<file path="config.mk">
export PLATFORM = sky130hd
export DESIGN_NAME = stg_tone_gen
export DESIGN_NICKNAME = d
export VERILOG_FILES = /design/src/design/stg_prescaler.v /design/src/design/stg_pwm.v /design/src/design/stg_tone_gen.v
export VERILOG_INCLUDE_DIRS = /design/src /design/src/include
export SDC_FILE = /design/constraint.sdc
export NUM_CORES = 1
export LEC_CHECK = 0
export BUFFER_PORTS_ARGS = -buffer_cell sky130_fd_sc_hd__buf_2
export CAP_MARGIN = 40
export CORE_ASPECT_RATIO = 1.75
export CORE_MARGIN = 5
export CORE_UTILIZATION = 58
export CTS_BUF_LIST = sky130_fd_sc_hd__clkbuf_8
export DETAILED_ROUTE_END_ITERATION = 16
export PLACE_DENSITY = 0.87
export SLEW_MARGIN = 20
export SYNTH_ARGS = -nofsm -noshare
export SYNTH_HDL_FRONTEND = slang
export SYNTH_HIERARCHICAL = 1
export SYNTH_SLANG_ARGS = --single-unit
</file>
<file path="constraint.sdc">
create_clock -name pclk -period 7.25 [get_ports pclk]
set_clock_uncertainty 0.2 [all_clocks]
set_input_delay 0.725 -clock pclk [delete_from_list [all_inputs] [get_ports pclk]]
set_output_delay 0.725 -clock pclk [all_outputs]
set_load 0.02 [all_outputs]
</file>
<file path="src/include/stg_consts.vh">
/*
 * constants of the tone generator: register offsets, field positions,
 * reset values and counter geometry.
 * assumes inclusion by bare name from the design files.
 */
`ifndef STG_CONSTS_VH
`define STG_CONSTS_VH

// register indices are not word aligned, so each byte address is index*4
`define STG_IDX_CONTROL 16'hffc0
`define STG_IDX_AMPLITUDE 16'hffc1
`define STG_IDX_DIVIDER 16'hffc2
`define STG_ADDR_CONTROL 18'h3ff00
`define STG_ADDR_AMPLITUDE 18'h3ff04
`define STG_ADDR_DIVIDER 18'h3ff08

// reset values
`define STG_RST_CONTROL 8'h00
`define STG_RST_AMPLITUDE 8'h00
`define STG_RST_DIVIDER 8'h00

// control fields
`define STG_CTL_CLK_SEL 0
`define STG_CTL_PRE_LO 1
`define STG_CTL_PRE_HI 2
`define STG_CTL_ROUTE 3
`define STG_CTL_RUN 7

// counters and divider geometry
`define STG_DIV_OFFSET 8'h11
`define STG_PRE_BASE 5
`define STG_PWM_STEPS 8'h80

`endif
</file>
<file path="src/design/stg_prescaler.v">
/*
 * two-stage prescaler of the tone generator: half or full system clock,
 * then a divide by 2^5..2^8; produces a one-cycle tick per output period.
 * assumes a single clock domain and a synchronous clear from the core.
 */
`default_nettype none
`include "stg_consts.vh"

module stg_prescaler (
    // clock and reset
    input wire pclk,
    input wire presetn,
    // control
    input wire run,
    input wire clk_sel,
    input wire [1:0] pre_sel,
    // tick
    output wire tick
);
    // ten bits: half clock with the 2^8 stage needs a count of 512
    reg [9:0] cnt_r;
    reg [9:0] cnt_nxt;
    reg [9:0] limit;

    // stage one halves unless clk_sel is set, stage two divides by 2^(5+sel)
    always @* begin
        limit = 10'h000;
        case (pre_sel)
            2'b00: limit = 10'h020;
            2'b01: limit = 10'h040;
            2'b10: limit = 10'h080;
            default: limit = 10'h100;
        endcase
        if (!clk_sel) begin
            limit = {limit[8:0], 1'b0};
        end
    end

    assign tick = run && (cnt_r == limit - 10'h001);

    always @* begin
        if (!run || tick) begin
            cnt_nxt = 10'h000;
        end else begin
            cnt_nxt = cnt_r + 10'h001;
        end
    end

    always @(posedge pclk or negedge presetn) begin
        if (!presetn) begin
            cnt_r <= 10'h000;
        end else begin
            cnt_r <= cnt_nxt;
        end
    end
endmodule // stg_prescaler

`default_nettype wire

</file>
<file path="src/design/stg_pwm.v">
/*
 * 7-bit amplitude pwm: a 128-step period counted on the prescaler tick.
 * assumes tick is a one-cycle pulse from the same clock.
 */
`default_nettype none
`include "stg_consts.vh"

module stg_pwm (
    // clock and reset
    input wire pclk,
    input wire presetn,
    // control
    input wire run,
    input wire tick,
    input wire [6:0] duty,
    // output
    output reg pwm_r
);
    reg [6:0] pos_r;

    // code 0 gives 0/128, code n gives (n+1)/128, all ones 128/128
    function high_at;
        input [6:0] code;
        input [6:0] pos;
        begin
            high_at = (code != 7'h00) && ({1'b0, pos} <= {1'b0, code});
        end
    endfunction

    // duty is read live: a write mid-period may stretch one high phase
    always @(posedge pclk or negedge presetn) begin
        if (!presetn) begin
            pos_r <= 7'h00;
            pwm_r <= 1'b0;
        end else if (!run) begin
            pos_r <= 7'h00;
            pwm_r <= 1'b0;
        end else begin
            if (tick) begin
                pos_r <= pos_r + 7'h01;
            end
            pwm_r <= high_at(duty, pos_r);
        end
    end
endmodule // stg_pwm

`default_nettype wire

</file>
<file path="src/design/stg_tone_gen.v">
/*
 * tone generator top: apb register slave, tone divider and output routing.
 * assumes an apb master on pclk; pins are driven directly by flip-flops.
 */
`default_nettype none
`include "stg_consts.vh"

// How it works
// - run bit clear halts and lows outputs except the release flag
// - run bit set drives selected outputs
// - route bit picks plain+amplitude or shaped+clock
// - prescale field divides by 2^5..2^8
// - clock select picks half or full
// - tone equals fx over divider+17, scaled
// - divider four bits, resets zero
// - amplitude code sets pwm duty
// - amplitude writes accepted while running
// - route zero outputs plain tone and amplitude
// - route one outputs shaped tone, releases pin
// - shaped tone is tone and pwm
// - eight-bit and five-bit counters
module stg_tone_gen (
    // clock and reset
    input wire pclk,
    input wire presetn,
    // apb slave
    input wire psel,
    input wire penable,
    input wire pwrite,
    input wire [17:0] paddr,
    input wire [31:0] pwdata,
    output reg [31:0] prdata,
    output wire pready,
    output wire pslverr,
    // pins
    output reg plain_tone_out,
    output reg shaped_tone_out,
    output reg amplitude_out,
    output reg clock_out_pin,
    output reg amplitude_pin_released
);
    reg [7:0] tone_control_r;
    reg [7:0] amplitude_duty_r;
    reg [7:0] tone_divider_r;
    reg [7:0] tone_cnt_r;
    reg [7:0] tone_cnt_nxt;
    reg [4:0] slow_cnt_r;
    reg tone_r;
    reg clk_div_r;
    wire run;
    wire route;
    wire tick;
    wire pwm;
    wire wr_en;
    wire rd_en;
    wire addr_hit;

    assign run = tone_control_r[`STG_CTL_RUN];
    assign route = tone_control_r[`STG_CTL_ROUTE];

    // apb: zero wait states; unmapped addresses answer with pslverr
    assign pready = 1'b1;
    assign addr_hit = (paddr == `STG_ADDR_CONTROL) ||
                      (paddr == `STG_ADDR_AMPLITUDE) ||
                      (paddr == `STG_ADDR_DIVIDER);
    assign pslverr = psel && penable && !addr_hit;
    assign wr_en = psel && penable && pwrite;
    assign rd_en = psel && !penable && !pwrite;

    always @(posedge pclk or negedge presetn) begin
        if (!presetn) begin
            tone_control_r <= `STG_RST_CONTROL;
            amplitude_duty_r <= `STG_RST_AMPLITUDE;
            tone_divider_r <= `STG_RST_DIVIDER;
        end else if (wr_en) begin
            case (paddr)
                // bits 4..6 kept zero in hardware too
                `STG_ADDR_CONTROL:
                    tone_control_r <= pwdata[7:0] & 8'h8f;
                // amplitude takes effect at once, no stop needed
                `STG_ADDR_AMPLITUDE:
                    amplitude_duty_r <= {1'b0, pwdata[6:0]};
                `STG_ADDR_DIVIDER:
                    tone_divider_r <= {4'h0, pwdata[3:0]};
                default: tone_control_r <= tone_control_r;
            endcase
        end
    end

    // read data registered in setup so it is stable in access phase
    always @(posedge pclk or negedge presetn) begin
        if (!presetn) begin
            prdata <= 32'h00000000;
        end else if (rd_en) begin
            case (paddr)
                `STG_ADDR_CONTROL: prdata <= {24'h000000, tone_control_r};
                `STG_ADDR_AMPLITUDE:
                    prdata <= {24'h000000, amplitude_duty_r};
                `STG_ADDR_DIVIDER: prdata <= {24'h000000, tone_divider_r};
                default: prdata <= 32'h00000000;
            endcase
        end
    end

    stg_prescaler u_pre (
        .pclk(pclk),
        .presetn(presetn),
        .run(run),
        .clk_sel(tone_control_r[`STG_CTL_CLK_SEL]),
        .pre_sel({tone_control_r[`STG_CTL_PRE_HI],
                  tone_control_r[`STG_CTL_PRE_LO]}),
        .tick(tick)
    );

    stg_pwm u_pwm (
        .pclk(pclk),
        .presetn(presetn),
        .run(run),
        .tick(tick),
        .duty(amplitude_duty_r[6:0]),
        .pwm_r(pwm)
    );

    // 8-bit counter: half period is divider+17 ticks; the 5-bit counter
    // counts half periods so a full tone cycle is 2*(n+17) ticks
    always @* begin
        if (!run) begin
            tone_cnt_nxt = 8'h00;
        end else if (tick && tone_cnt_r ==
                     tone_divider_r + `STG_DIV_OFFSET - 8'h01) begin
            tone_cnt_nxt = 8'h00;
        end else if (tick) begin
            tone_cnt_nxt = tone_cnt_r + 8'h01;
        end else begin
            tone_cnt_nxt = tone_cnt_r;
        end
    end

    always @(posedge pclk or negedge presetn) begin
        if (!presetn) begin
            tone_cnt_r <= 8'h00;
            slow_cnt_r <= 5'h00;
            tone_r <= 1'b0;
            clk_div_r <= 1'b0;
        end else if (!run) begin
            tone_cnt_r <= 8'h00;
            slow_cnt_r <= 5'h00;
            tone_r <= 1'b0;
            clk_div_r <= 1'b0;
        end else begin
            tone_cnt_r <= tone_cnt_nxt;
            clk_div_r <= ~clk_div_r;
            if (tick && tone_cnt_nxt == 8'h00) begin
                tone_r <= ~tone_r;
                slow_cnt_r <= slow_cnt_r + 5'h01;
            end
        end
    end

    // outputs registered; a stop forces all but amplitude_pin_released low the next edge
    always @(posedge pclk or negedge presetn) begin
        if (!presetn) begin
            plain_tone_out <= 1'b0;
            shaped_tone_out <= 1'b0;
            amplitude_out <= 1'b0;
            clock_out_pin <= 1'b0;
            amplitude_pin_released <= 1'b0;
        end else if (!run) begin
            plain_tone_out <= 1'b0;
            shaped_tone_out <= 1'b0;
            amplitude_out <= 1'b0;
            clock_out_pin <= 1'b0;
            amplitude_pin_released <= route;
        end else if (!route) begin
            plain_tone_out <= tone_r;
            amplitude_out <= pwm;
            shaped_tone_out <= 1'b0;
            clock_out_pin <= 1'b0;
            amplitude_pin_released <= 1'b0;
        end else begin
            shaped_tone_out <= tone_r & pwm;
            clock_out_pin <= clk_div_r;
            plain_tone_out <= 1'b0;
            amplitude_out <= 1'b0;
            amplitude_pin_released <= 1'b1;
        end
    end
endmodule // stg_tone_gen

`default_nettype wire

</file>
# Word level (Yosys, flattened, before mapping)
# Index checks and enable logic that the tools add are counted.
# Widths: inputs -> output; s select.
# word_totals
regBits	81
latch_bits	0
ramBits	0
rom_bits	0
in_bits	55
output_inout_bits	39
n_memories	0
# op_classes
add_sub_neg	6
n_mul	0
div_mod_pow	0
magnitude_cmp	1
n_eq_ne	9
shift	0
muxes	24
bitwise	3
reduce_logical	22
# op_table
op	n
$eq 18x18->1 const B	3
$mux 8	4
$pmux 9 s3	1
$pmux 8 s3	1
$mux 10	2
$mux 1	14
$mux 7	2
$add 10x1->10 const B	1
$eq 10x10->1	1
$sub 10x1->10 const B	1
$logic_and 1x1->1	9
$add 8x1->8 const B	1
$eq 8x8->1	1
$logic_not 8->1	1
$add 7x1->7 const B	1
$le 7x7->1	1
$reduce_bool 7->1	1
$sub 6x1->7 const B	1
$add 4x5->6 const B	1
$reduce_and 2->1	3
$logic_not 1->1	4
$ne 2x1->1 const B	2
$logic_or 1x1->1	3
$eq 2x1->1 const B	1
other kinds (4)	5

# Longest topological paths before layout
# Gate-level depths: netlist of the first run.
# logic_depth
depth_word	13
depth_mapped	17

# Hierarchy
# Netlist of the first run, hierarchy kept.
# by_module_without_submodules
module	instances	cells_per_inst	area_per_inst_um2	seq_area_each_um2
stg_tone_gen	1	193	2069.5	975.9
stg_prescaler	1	85	753.2	250.2
stg_pwm	1	58	543.0	200.2

# Worst setup path after synthesis of the first run
# No wires, ideal clock.
# synth_path
path_type	register to register
startpoint	register tone_control_r[2]
endpoint	register tone_r
setup_ns	0.128
arrival_ns	3.456
path_slack_ns	3.466
path_stages_with_launch	17
path_buffers	4
period_less_slack_ns	3.784
cell_sequence	dfrtp_1 buf_4 nor3b_1 inv_1 ha_1 buf_2 xor2_1 a211o_1 o22ai_4 and3_1 buf_2 and4_1 clkbuf_1 nand3_1 a2111oi_0 a32oi_1 mux2i_1
# synth_via
elab_chain_len	12
# synth_lines
item	line_no	rtl
start: declaration	stg_tone_gen.v:42	reg [7:0] tone_control_r;
start signal: assignment	stg_tone_gen.v:72	tone_control_r <= `STG_RST_CONTROL;
start signal: assignment	stg_tone_gen.v:79	tone_control_r <= pwdata[7:0] & 8'h8f;
start signal: assignment	stg_tone_gen.v:85	default: tone_control_r <= tone_control_r;
$eq 2x2->1, or another cell as far along	stg_prescaler.v:28	case (pre_sel)
$pmux 9 s3 *	stg_prescaler.v:28	
$mux 10 *	stg_prescaler.v:34	if (!clk_sel) begin
$sub 10x1->10 *	stg_prescaler.v:39	assign tick = run && (cnt_r == limit - 10'h001);
$eq 10x10->1 *	stg_prescaler.v:39	
$logic_and 1x1->1 *	stg_prescaler.v:39	
named net tick	stg_tone_gen.v:52	wire tick;
$mux 8 / $logic_and 1x1->1 (equally long branches)	stg_tone_gen.v:132, stg_tone_gen.v:129	
$mux 8	stg_tone_gen.v:129	end else if (tick && tone_cnt_r ==
$mux 8	stg_tone_gen.v:127	if (!run) begin
$logic_not 8->1	stg_tone_gen.v:153	if (tick && tone_cnt_nxt == 8'h00) begin
$logic_and 1x1->1 *	stg_tone_gen.v:153	
$ne 2x1->1 (no line) *	--	
end signal: assignment	stg_tone_gen.v:154	tone_r <= ~tone_r;
end: declaration	stg_tone_gen.v:48	reg tone_r;
# The timed path passes the listed nets; every way through them passes the cells marked *.
# A chain may end at the register's enable or synchronous reset.

# Final worst setup path of the first run
# Ends and elaborated chain as after synthesis.

==> results.yml, run 1 <==
run_status:
  status: "finished clean"
synth:
  yosys.cell_types.count: 48
  synth_most_common_cell: "dfrtp_1"
  synth-edff-count: 0
  yosys-top-cells-area: "dfrtp_1 42%, buf_4 5.8%, xnor2_1 4.4%"
  ys_warn_count: 6
  yosys-top-cells-count: "57 x dfrtp_1, 34 x nand2_1, 26 x buf_4"
  yosysSeqAreaShare: 0.424
  synth_ff_type: "dfrtp_1"
  ys_ff_latch: 57
  synth_top_area_frac: 0.424
  async_flop_share: 1.00
  netlist_area_um2: 3370
  syn_avg_cell_area_um2: 10.0
  yosysTopAreaCell: "dfrtp_1"
  syn_inst: 336
flow_run:
  cap_violations: 0
grt:
  grt_pass1_wl_um: 11500
  grt_max_degree: 58
  antenna_found_initial: 0
  track_usage: 0.200
  grt_pass1_vias: 2572
  grt-ovfl-total: 0
clocking:
  clk_pin_slew_ns: 0.06
  cts_hold_buffers: 0
  clock_sinks: 57
  worstSkewPairLatency_ns: 0.33
  clk_path_buf_depth: 2
  post-cts-setup-buffers: 0
  cts-resized-gates: 0
  htreeDepth: 3
  numCtsBuffers: 9
  cts_tree: "built"
  cts-root-buf: "clkbuf_8"
worst_setup_path:
  endpoint_kind: "register"
  rrSetupSlack_ns: 3.06
  startpoint_type: "register"
  reg2reg_depth: 12
  arrival_ns: 4.21
  crit_path_max_fanout: 14
  crit-reg2reg-launch: "tone_control_r[2]$_DFFE_PN0P_"
  critPathKind: "register to register"
  worstPathRequired_ns: 7.26
  r2r-end: "tone_r$_DFFE_PN0P_"
detailed_routing:
  drtIter0Drc: 114
  drc_errors: 0
  via_per_inst: 5.47
  wl_per_cell_um: 15.3
  routed_wl_um: 7010
  vias: 2507
  antenna_left: 0
  dr.pass1.iters: 4
power_and_ir_drop:
  power.density_nw_per_um2: 173
  leakagePower_uw: 0.00184
  power_uw: 644
  peakVddDrop_uv: 109
floorplanning:
  core_area_um2: 5630
  die_x_um: 67.6
  io_pins: 94
  dieArea_um2: 7490
  initial_core_util: 0.598
  die_y_um: 111
  rows: 36
cells_and_area:
  syn2layout_area_growth_pct: 10.6
  final_cell_count_no_fill: 458
  nets: 444
  antenna_cells: 0
  fillCellCount: 444
  drive_above_1_share: 0.223
timing:
  worstMarginPinSlew_ns: 0.707
  rsz0062_at_grt: "false"
  drv_slew: 0
  finalSetupTns_ns: 0
  hold_viol_final: 0
  max_freq_mhz: 238
  period_needed_ns: 4.19
  fin_ws_ns: 3.06
  finalSetupViolations: 0
  max_slew_margin: 0.528
  min_period_over_period: 0.579
placed_design:
  hpwl_um: 5180
  pre_cts_slack_ns: 3.06
  gp_congestion: 0.821
  portBuffers: 44
  post-place-cells: 443
worst_hold_path:
  holdCritPathClass: "register to register"
  worstHoldEndpoint: "clk_div_r$_DFF_PN0_"
  hold_depth: 1
  hold_start: "clk_div_r$_DFF_PN0_"
[cell usage in the layout (no fill, tap or decap), types with 5 or more instances in the layout]
cell,Yosys,layout
nor2_1,19,19
dfrtp_1,57,57
and3_1,5,5
clkbuf_8,0,11
mux2_4,7,7
nand2_1,34,34
nand4_1,10,10
ha_1,11,11
a21oi_1,11,11
xor2_1,13,13
nor3_1,5,5
buf_2,7,45
inv_1,11,12
nand3_1,18,18
mux2i_1,12,12
xnor2_1,17,17
mux2_2,9,9
conb_1,2,25
and2_1,7,7
[metrics by stage]
stage | utilization | area, um^2 | hold slack [ns]
3_5_place_dp | 0.626 | 3530 | 0.203
2_1_floorplan | - | 3450 | 0.190
5_1_grt | 0.661 | 3720 | 0.223
6_report | 0.661 | 3720 | 0.210
3_3_place_gp | 0.626 | 3520 | 0.204
4_1_cts | 0.661 | 3720 | 0.212
[state kept, by name, indices dropped and copies added, names as in the netlist, 4 cells and up]
| name | count |
|---|---|
| u_pre/cnt_r | 10 |
| u_pwm/pos_r | 7 |
| prdata | 8 |
| tone_divider_r | 4 |
| amplitude_duty_r | 7 |
| tone_control_r | 5 |
| tone_cnt_r | 8 |
[kinds of logic after synthesis]
| kind of cell | after synthesis | share of synthesized area |
|---|---|---|
| simple gates | 124 | 0.197 |
| flops | 57 | 0.424 |
| buf+inv | 50 | 0.0896 |
| compound gates | 34 | 0.0717 |
| xor+xnor | 30 | 0.0781 |
| mux | 28 | 0.0970 |
| fa+ha+maj | 11 | 0.0409 |
| other cells | 2 | 0.00223 |
[power by group]
group / switching [uW] / internal, uW / total (uW) / leakage [uW]
combinational: 24.3 / 7.79 / 32.1 / 0.000933
clock: 120 / 173 / 294 / 0.000106
sequential: 0.00392 / 318 / 318 / 0.000797
total: 145 / 499 / 644 / 0.00184
[layer usage]
| metal | global-route usage | wire (um) | part of all wire |
|---|---|---|---|
| met1 | 0.203 | 2500 | 0.36 |
| met2 | 0.372 | 4110 | 0.59 |
| met3 | 0.0497 | 312 | 0.045 |
| met4 | 0.0705 | 82 | 0.012 |
| met5 | 0 | 0 | 0 |
[worst max path at each step]
| stage | to | slack [ns] | from | depth (start not counted) |
|---|---|---|---|---|
| floorplan | tone_r$_DFFE_PN0P_ | 3.47 | tone_control_r[2]$_DFFE_PN0P_ | 16 |
| global placement | tone_r$_DFFE_PN0P_ | 3.11 | tone_control_r[2]$_DFFE_PN0P_ | 11 |
| detailed placement | tone_r$_DFFE_PN0P_ | 3.06 | tone_control_r[2]$_DFFE_PN0P_ | 12 |
| CTS | tone_r$_DFFE_PN0P_ | 3.02 | tone_control_r[2]$_DFFE_PN0P_ | 12 |
| global route | tone_r$_DFFE_PN0P_ | 2.77 | tone_control_r[2]$_DFFE_PN0P_ | 12 |
| finish | tone_r$_DFFE_PN0P_ | 3.06 | tone_control_r[2]$_DFFE_PN0P_ | 12 |
[final cells by class]
type / instances / area [um^2] / area share
Sequential cell: 57 / 1430 / 0.383
Tap cell: 76 / 95.1 / 0.0255
Clock inverter: 4 / 43.8 / 0.0118
Clock buffer: 11 / 151 / 0.0407
Timing Repair Buffer: 47 / 240 / 0.0645
Multi-Input combinational cell: 252 / 1720 / 0.463
Inverter: 11 / 41.3 / 0.0111
[worst max-delay path, stage by stage (launching register included)]
cell and delay [ns]:
dfrtp_1 0.49, nor3b_1 0.32, inv_1 0.08, ha_1 0.32, xor2_1 0.21, a211o_1 0.34, o22ai_4 0.28, and3_1 0.59
and4_1 0.40, nand3_1 0.09, a2111oi_0 0.40, a32oi_1 0.20, mux2i_1 0.15
No activity file was read; power rests on OpenSTA's default activity.
==> run 2, diff against run 1 <==
--- a/config.mk
+++ b/config.mk
@@ -6,14 +6,15 @@
 export SDC_FILE = /design/constraint.sdc
 export NUM_CORES = 1
 export LEC_CHECK = 0
+export ABC_AREA = 1
 export BUFFER_PORTS_ARGS = -buffer_cell sky130_fd_sc_hd__buf_2
 export CAP_MARGIN = 40
 export CORE_ASPECT_RATIO = 1.75
 export CORE_MARGIN = 5
-export CORE_UTILIZATION = 58
+export CORE_UTILIZATION = 49
 export CTS_BUF_LIST = sky130_fd_sc_hd__clkbuf_8
 export DETAILED_ROUTE_END_ITERATION = 16
-export PLACE_DENSITY = 0.87
+export PLACE_DENSITY = 0.78
 export SLEW_MARGIN = 20
 export SYNTH_ARGS = -nofsm -noshare
 export SYNTH_HDL_FRONTEND = slang
==> constraint.sdc (replaced) <==
create_clock -name pclk -period 3.5 [get_ports pclk]
set_clock_uncertainty 0.2 [all_clocks]
set_input_delay 0.35 -clock pclk [delete_from_list [all_inputs] [get_ports pclk]]
set_output_delay 0.35 -clock pclk [all_outputs]
set_load 0.02 [all_outputs]
==> results.yml, run 2 <==
run_status:
  status: "finished clean"
cells_and_area:
  top_register: "u_pre/cnt_r"
  largest_registers: "u_pre/cnt_r x10, prdata x8, tone_cnt_r x8"
  syn2layout_area_growth_pct: 11.6
  nets: 576
  seqCellArea_um2: 1430
  drive_above_1_share: 0.179
  final_cell_count_no_fill: 599
  multiInputGateArea_um2: 1680
  mostFrequentLayoutCells: "110 x nand2_1, 70 x inv_1, 57 x dfrtp_1"
  fillCellCount: 632
  utilization: 0.567
  final_common_cell: "nand2_1"
  largest_reg_flops: 10
  antenna_cells: 0
worst_setup_path:
  max_stage_delay_ns: 0.43
  r2r-end: "tone_r$_DFFE_PN0P_"
  crit_path_max_fanout: 6
  cp_common_cell: "nand2_1"
  crit_start: "tone_control_r[0]$_DFFE_PN0P_"
  path_depth: 24
  crit-reg2reg-launch: "tone_control_r[0]$_DFFE_PN0P_"
  critPathBufInv: 2
  crit_chain: "inv_1, nand2_1, nand2_1, o21bai_1, ha_1, inv_1, nand2_1, nand2_1, nor2_1, nand3_1, nor2_2, nand3_2, nor2_2, nand2_1, nor2_2, nand2_1, nand2_1, nand2_1, nand3_1, nand2_1, nor2_1, nand2_1, nand3_1, nand2_1"
  startpoint_type: "register"
  critPathCapture: "tone_r$_DFFE_PN0P_"
  worstPathRequired_ns: 3.54
  rrSetupSlack_ns: 0.37
  reg2reg_depth: 24
  endpoint_kind: "register"
  slowest_stage: "dfrtp_1"
  arrival_ns: 3.16
  critPathKind: "register to register"
  crit_family: "simple AND/OR/NAND/NOR gates"
grt:
  grt_pass1_vias: 2956
  track_usage: 0.178
  grt_pass1_wl_um: 12300
  antenna_found_initial: 0
  grt_max_degree: 34
  grt-ovfl-total: 0
timing:
  hold_viol_final: 0
  drv_slew: 0
  finalSetupTns_ns: 0
  min_period_over_period: 0.893
  fin_ws_ns: 0.373
  max_freq_mhz: 320
  hold_slack_ns: 0.0389
  finalSetupViolations: 0
  period_needed_ns: 3.13
  rsz0062_at_grt: "false"
clocking:
  worstSkewPairLatency_ns: 0.34
  clock_sinks: 57
  clk_pin_slew_ns: 0.06
  cts-root-buf: "clkbuf_8"
  numCtsBuffers: 9
  htreeDepth: 3
  cts_tree: "built"
  clk_path_buf_depth: 2
detailed_routing:
  routed_wl_um: 7270
  drc_errors: 0
  drtIter0Drc: 113
  via_per_inst: 4.98
  dr.pass1.iters: 4
  vias: 2981
  antenna_left: 0
  wl_per_cell_um: 12.1
synth:
  ys_warn_count: 6
  yosys.cell_types.count: 36
  yosys-top-cells-count: "110 x nand2_1, 69 x inv_1, 57 x dfrtp_1"
  syn_inst: 457
  synth-edff-count: 0
  yosysTopAreaCell: "dfrtp_1"
  synth_most_common_cell: "nand2_1"
  ys_ff_latch: 57
  async_flop_share: 1.00
  synth_ff_type: "dfrtp_1"
  syn_avg_cell_area_um2: 7.68
  netlist_area_um2: 3510
  yosys-top-cells-area: "dfrtp_1 41%, nand2_1 12%, inv_1 7.4%"
  synth_top_area_frac: 0.407
  yosysSeqAreaShare: 0.407
placed_design:
  post-place-cells: 581
  hpwl_um: 5720
  gp_congestion: 0.870
  pre_cts_slack_ns: 0.257
  portBuffers: 44
floorplanning:
  dieArea_um2: 9020
  die_x_um: 74.0
  core_area_um2: 6910
  initial_core_util: 0.508
  io_pins: 94
  die_y_um: 122
  rows: 40
power_and_ir_drop:
  power.density_nw_per_um2: 318
  peakVddDrop_uv: 268
  leakagePower_uw: 0.00206
worst_hold_path:
  holdCritPathClass: "primary input to register"
  hold_start: "pwdata[5]"
flow_run:
  cap_violations: 0
==> run 2: logic make-up (layout without fill, tap and decap cells) <==
kind of cell	Yosys count	after routing	synth area share
flip-flops	57	57	0.407
other	2	25	0.00214
AO/OA/AOI/OAI	40	40	0.0638
AND/OR/NAND/NOR	236	236	0.319
multiplexers	4	4	0.0150
XOR/XNOR	5	5	0.0125
buffers and inverters	102	137	0.142
adder cells (fa/ha/maj)	11	11	0.0392
==> run 2: report_power, final <==
group / switching [uW] / internal, uW / total, uW
combinational: 57.7 / 19.9 / 77.6
sequential: 0.00639 / 659 / 659
clock: 262 / 248 / 510
==> run 2: stage by stage <==
step | power, uW | cell area [um^2]
floorplan | 731 | 3590
global placement | 744 | 3720
detailed placement | 745 | 3720
CTS | 1260 | 3890
global route | 1300 | 3920
finish | 1250 | 3920
==> run 2: layer usage <==
metal  global-route usage  share of wire  vias to the layer above
met1                0.175           0.36                     1384
met2                0.331           0.57                       68
met4               0.0907          0.025                        0
li1                     -              -                     1513
met5                    0              0                        -
met3               0.0413          0.043                       16
==> run 2: final cells by class <==
type                            count  share of cell area
Clock inverter                      7             0.00990
Clock buffer                        9              0.0316
Sequential cell                    57               0.364
Tap cell                           84              0.0268
Inverter                           72              0.0690
Timing Repair Buffer               49              0.0696
Multi-Input combinational cell    321               0.429
==> run 2: how the worst min path moves through the flow <==
| stage | endpoint | slack [ns] | cells after the start |
|---|---|---|---|
| 5_1_grt | amplitude_duty_r[5]$_DFFE_PN0P_ | 0.03 | 2 |
| 2_1_floorplan | amplitude_duty_r[0]$_DFFE_PN0P_ | -0.15 | 0 |
| 3_3_place_gp | clk_div_r$_DFF_PN0_ | 0.21 | 1 |
| 4_1_cts | amplitude_duty_r[5]$_DFFE_PN0P_ | 0.02 | 2 |
| 6_report | amplitude_duty_r[5]$_DFFE_PN0P_ | 0.04 | 2 |
| 3_5_place_dp | clk_div_r$_DFF_PN0_ | 0.22 | 1 |
==> run 2: worst register-to-register path, delay by kind of cell (launching register included) <==
family / cells / cell delay, ns
AOI/OAI and AO/OA: 1 / 0.16
adders and majority gates: 1 / 0.30
buffers and inverters: 2 / 0.15
DFF: 1 / 0.43
and+or+nand+nor: 20 / 1.78
==> run 2: repair_timing <==
| item | 4_1_cts | 5_1_grt |
|---|---|---|
| buffers inserted | 0 | 0 |
| hold endpoints to repair | 32 | 0 |
| gates resized for setup | 0 | 2 |
| hold buffers | 1 | 0 |
| endpoints found under the setup margin | 0 | 1 |
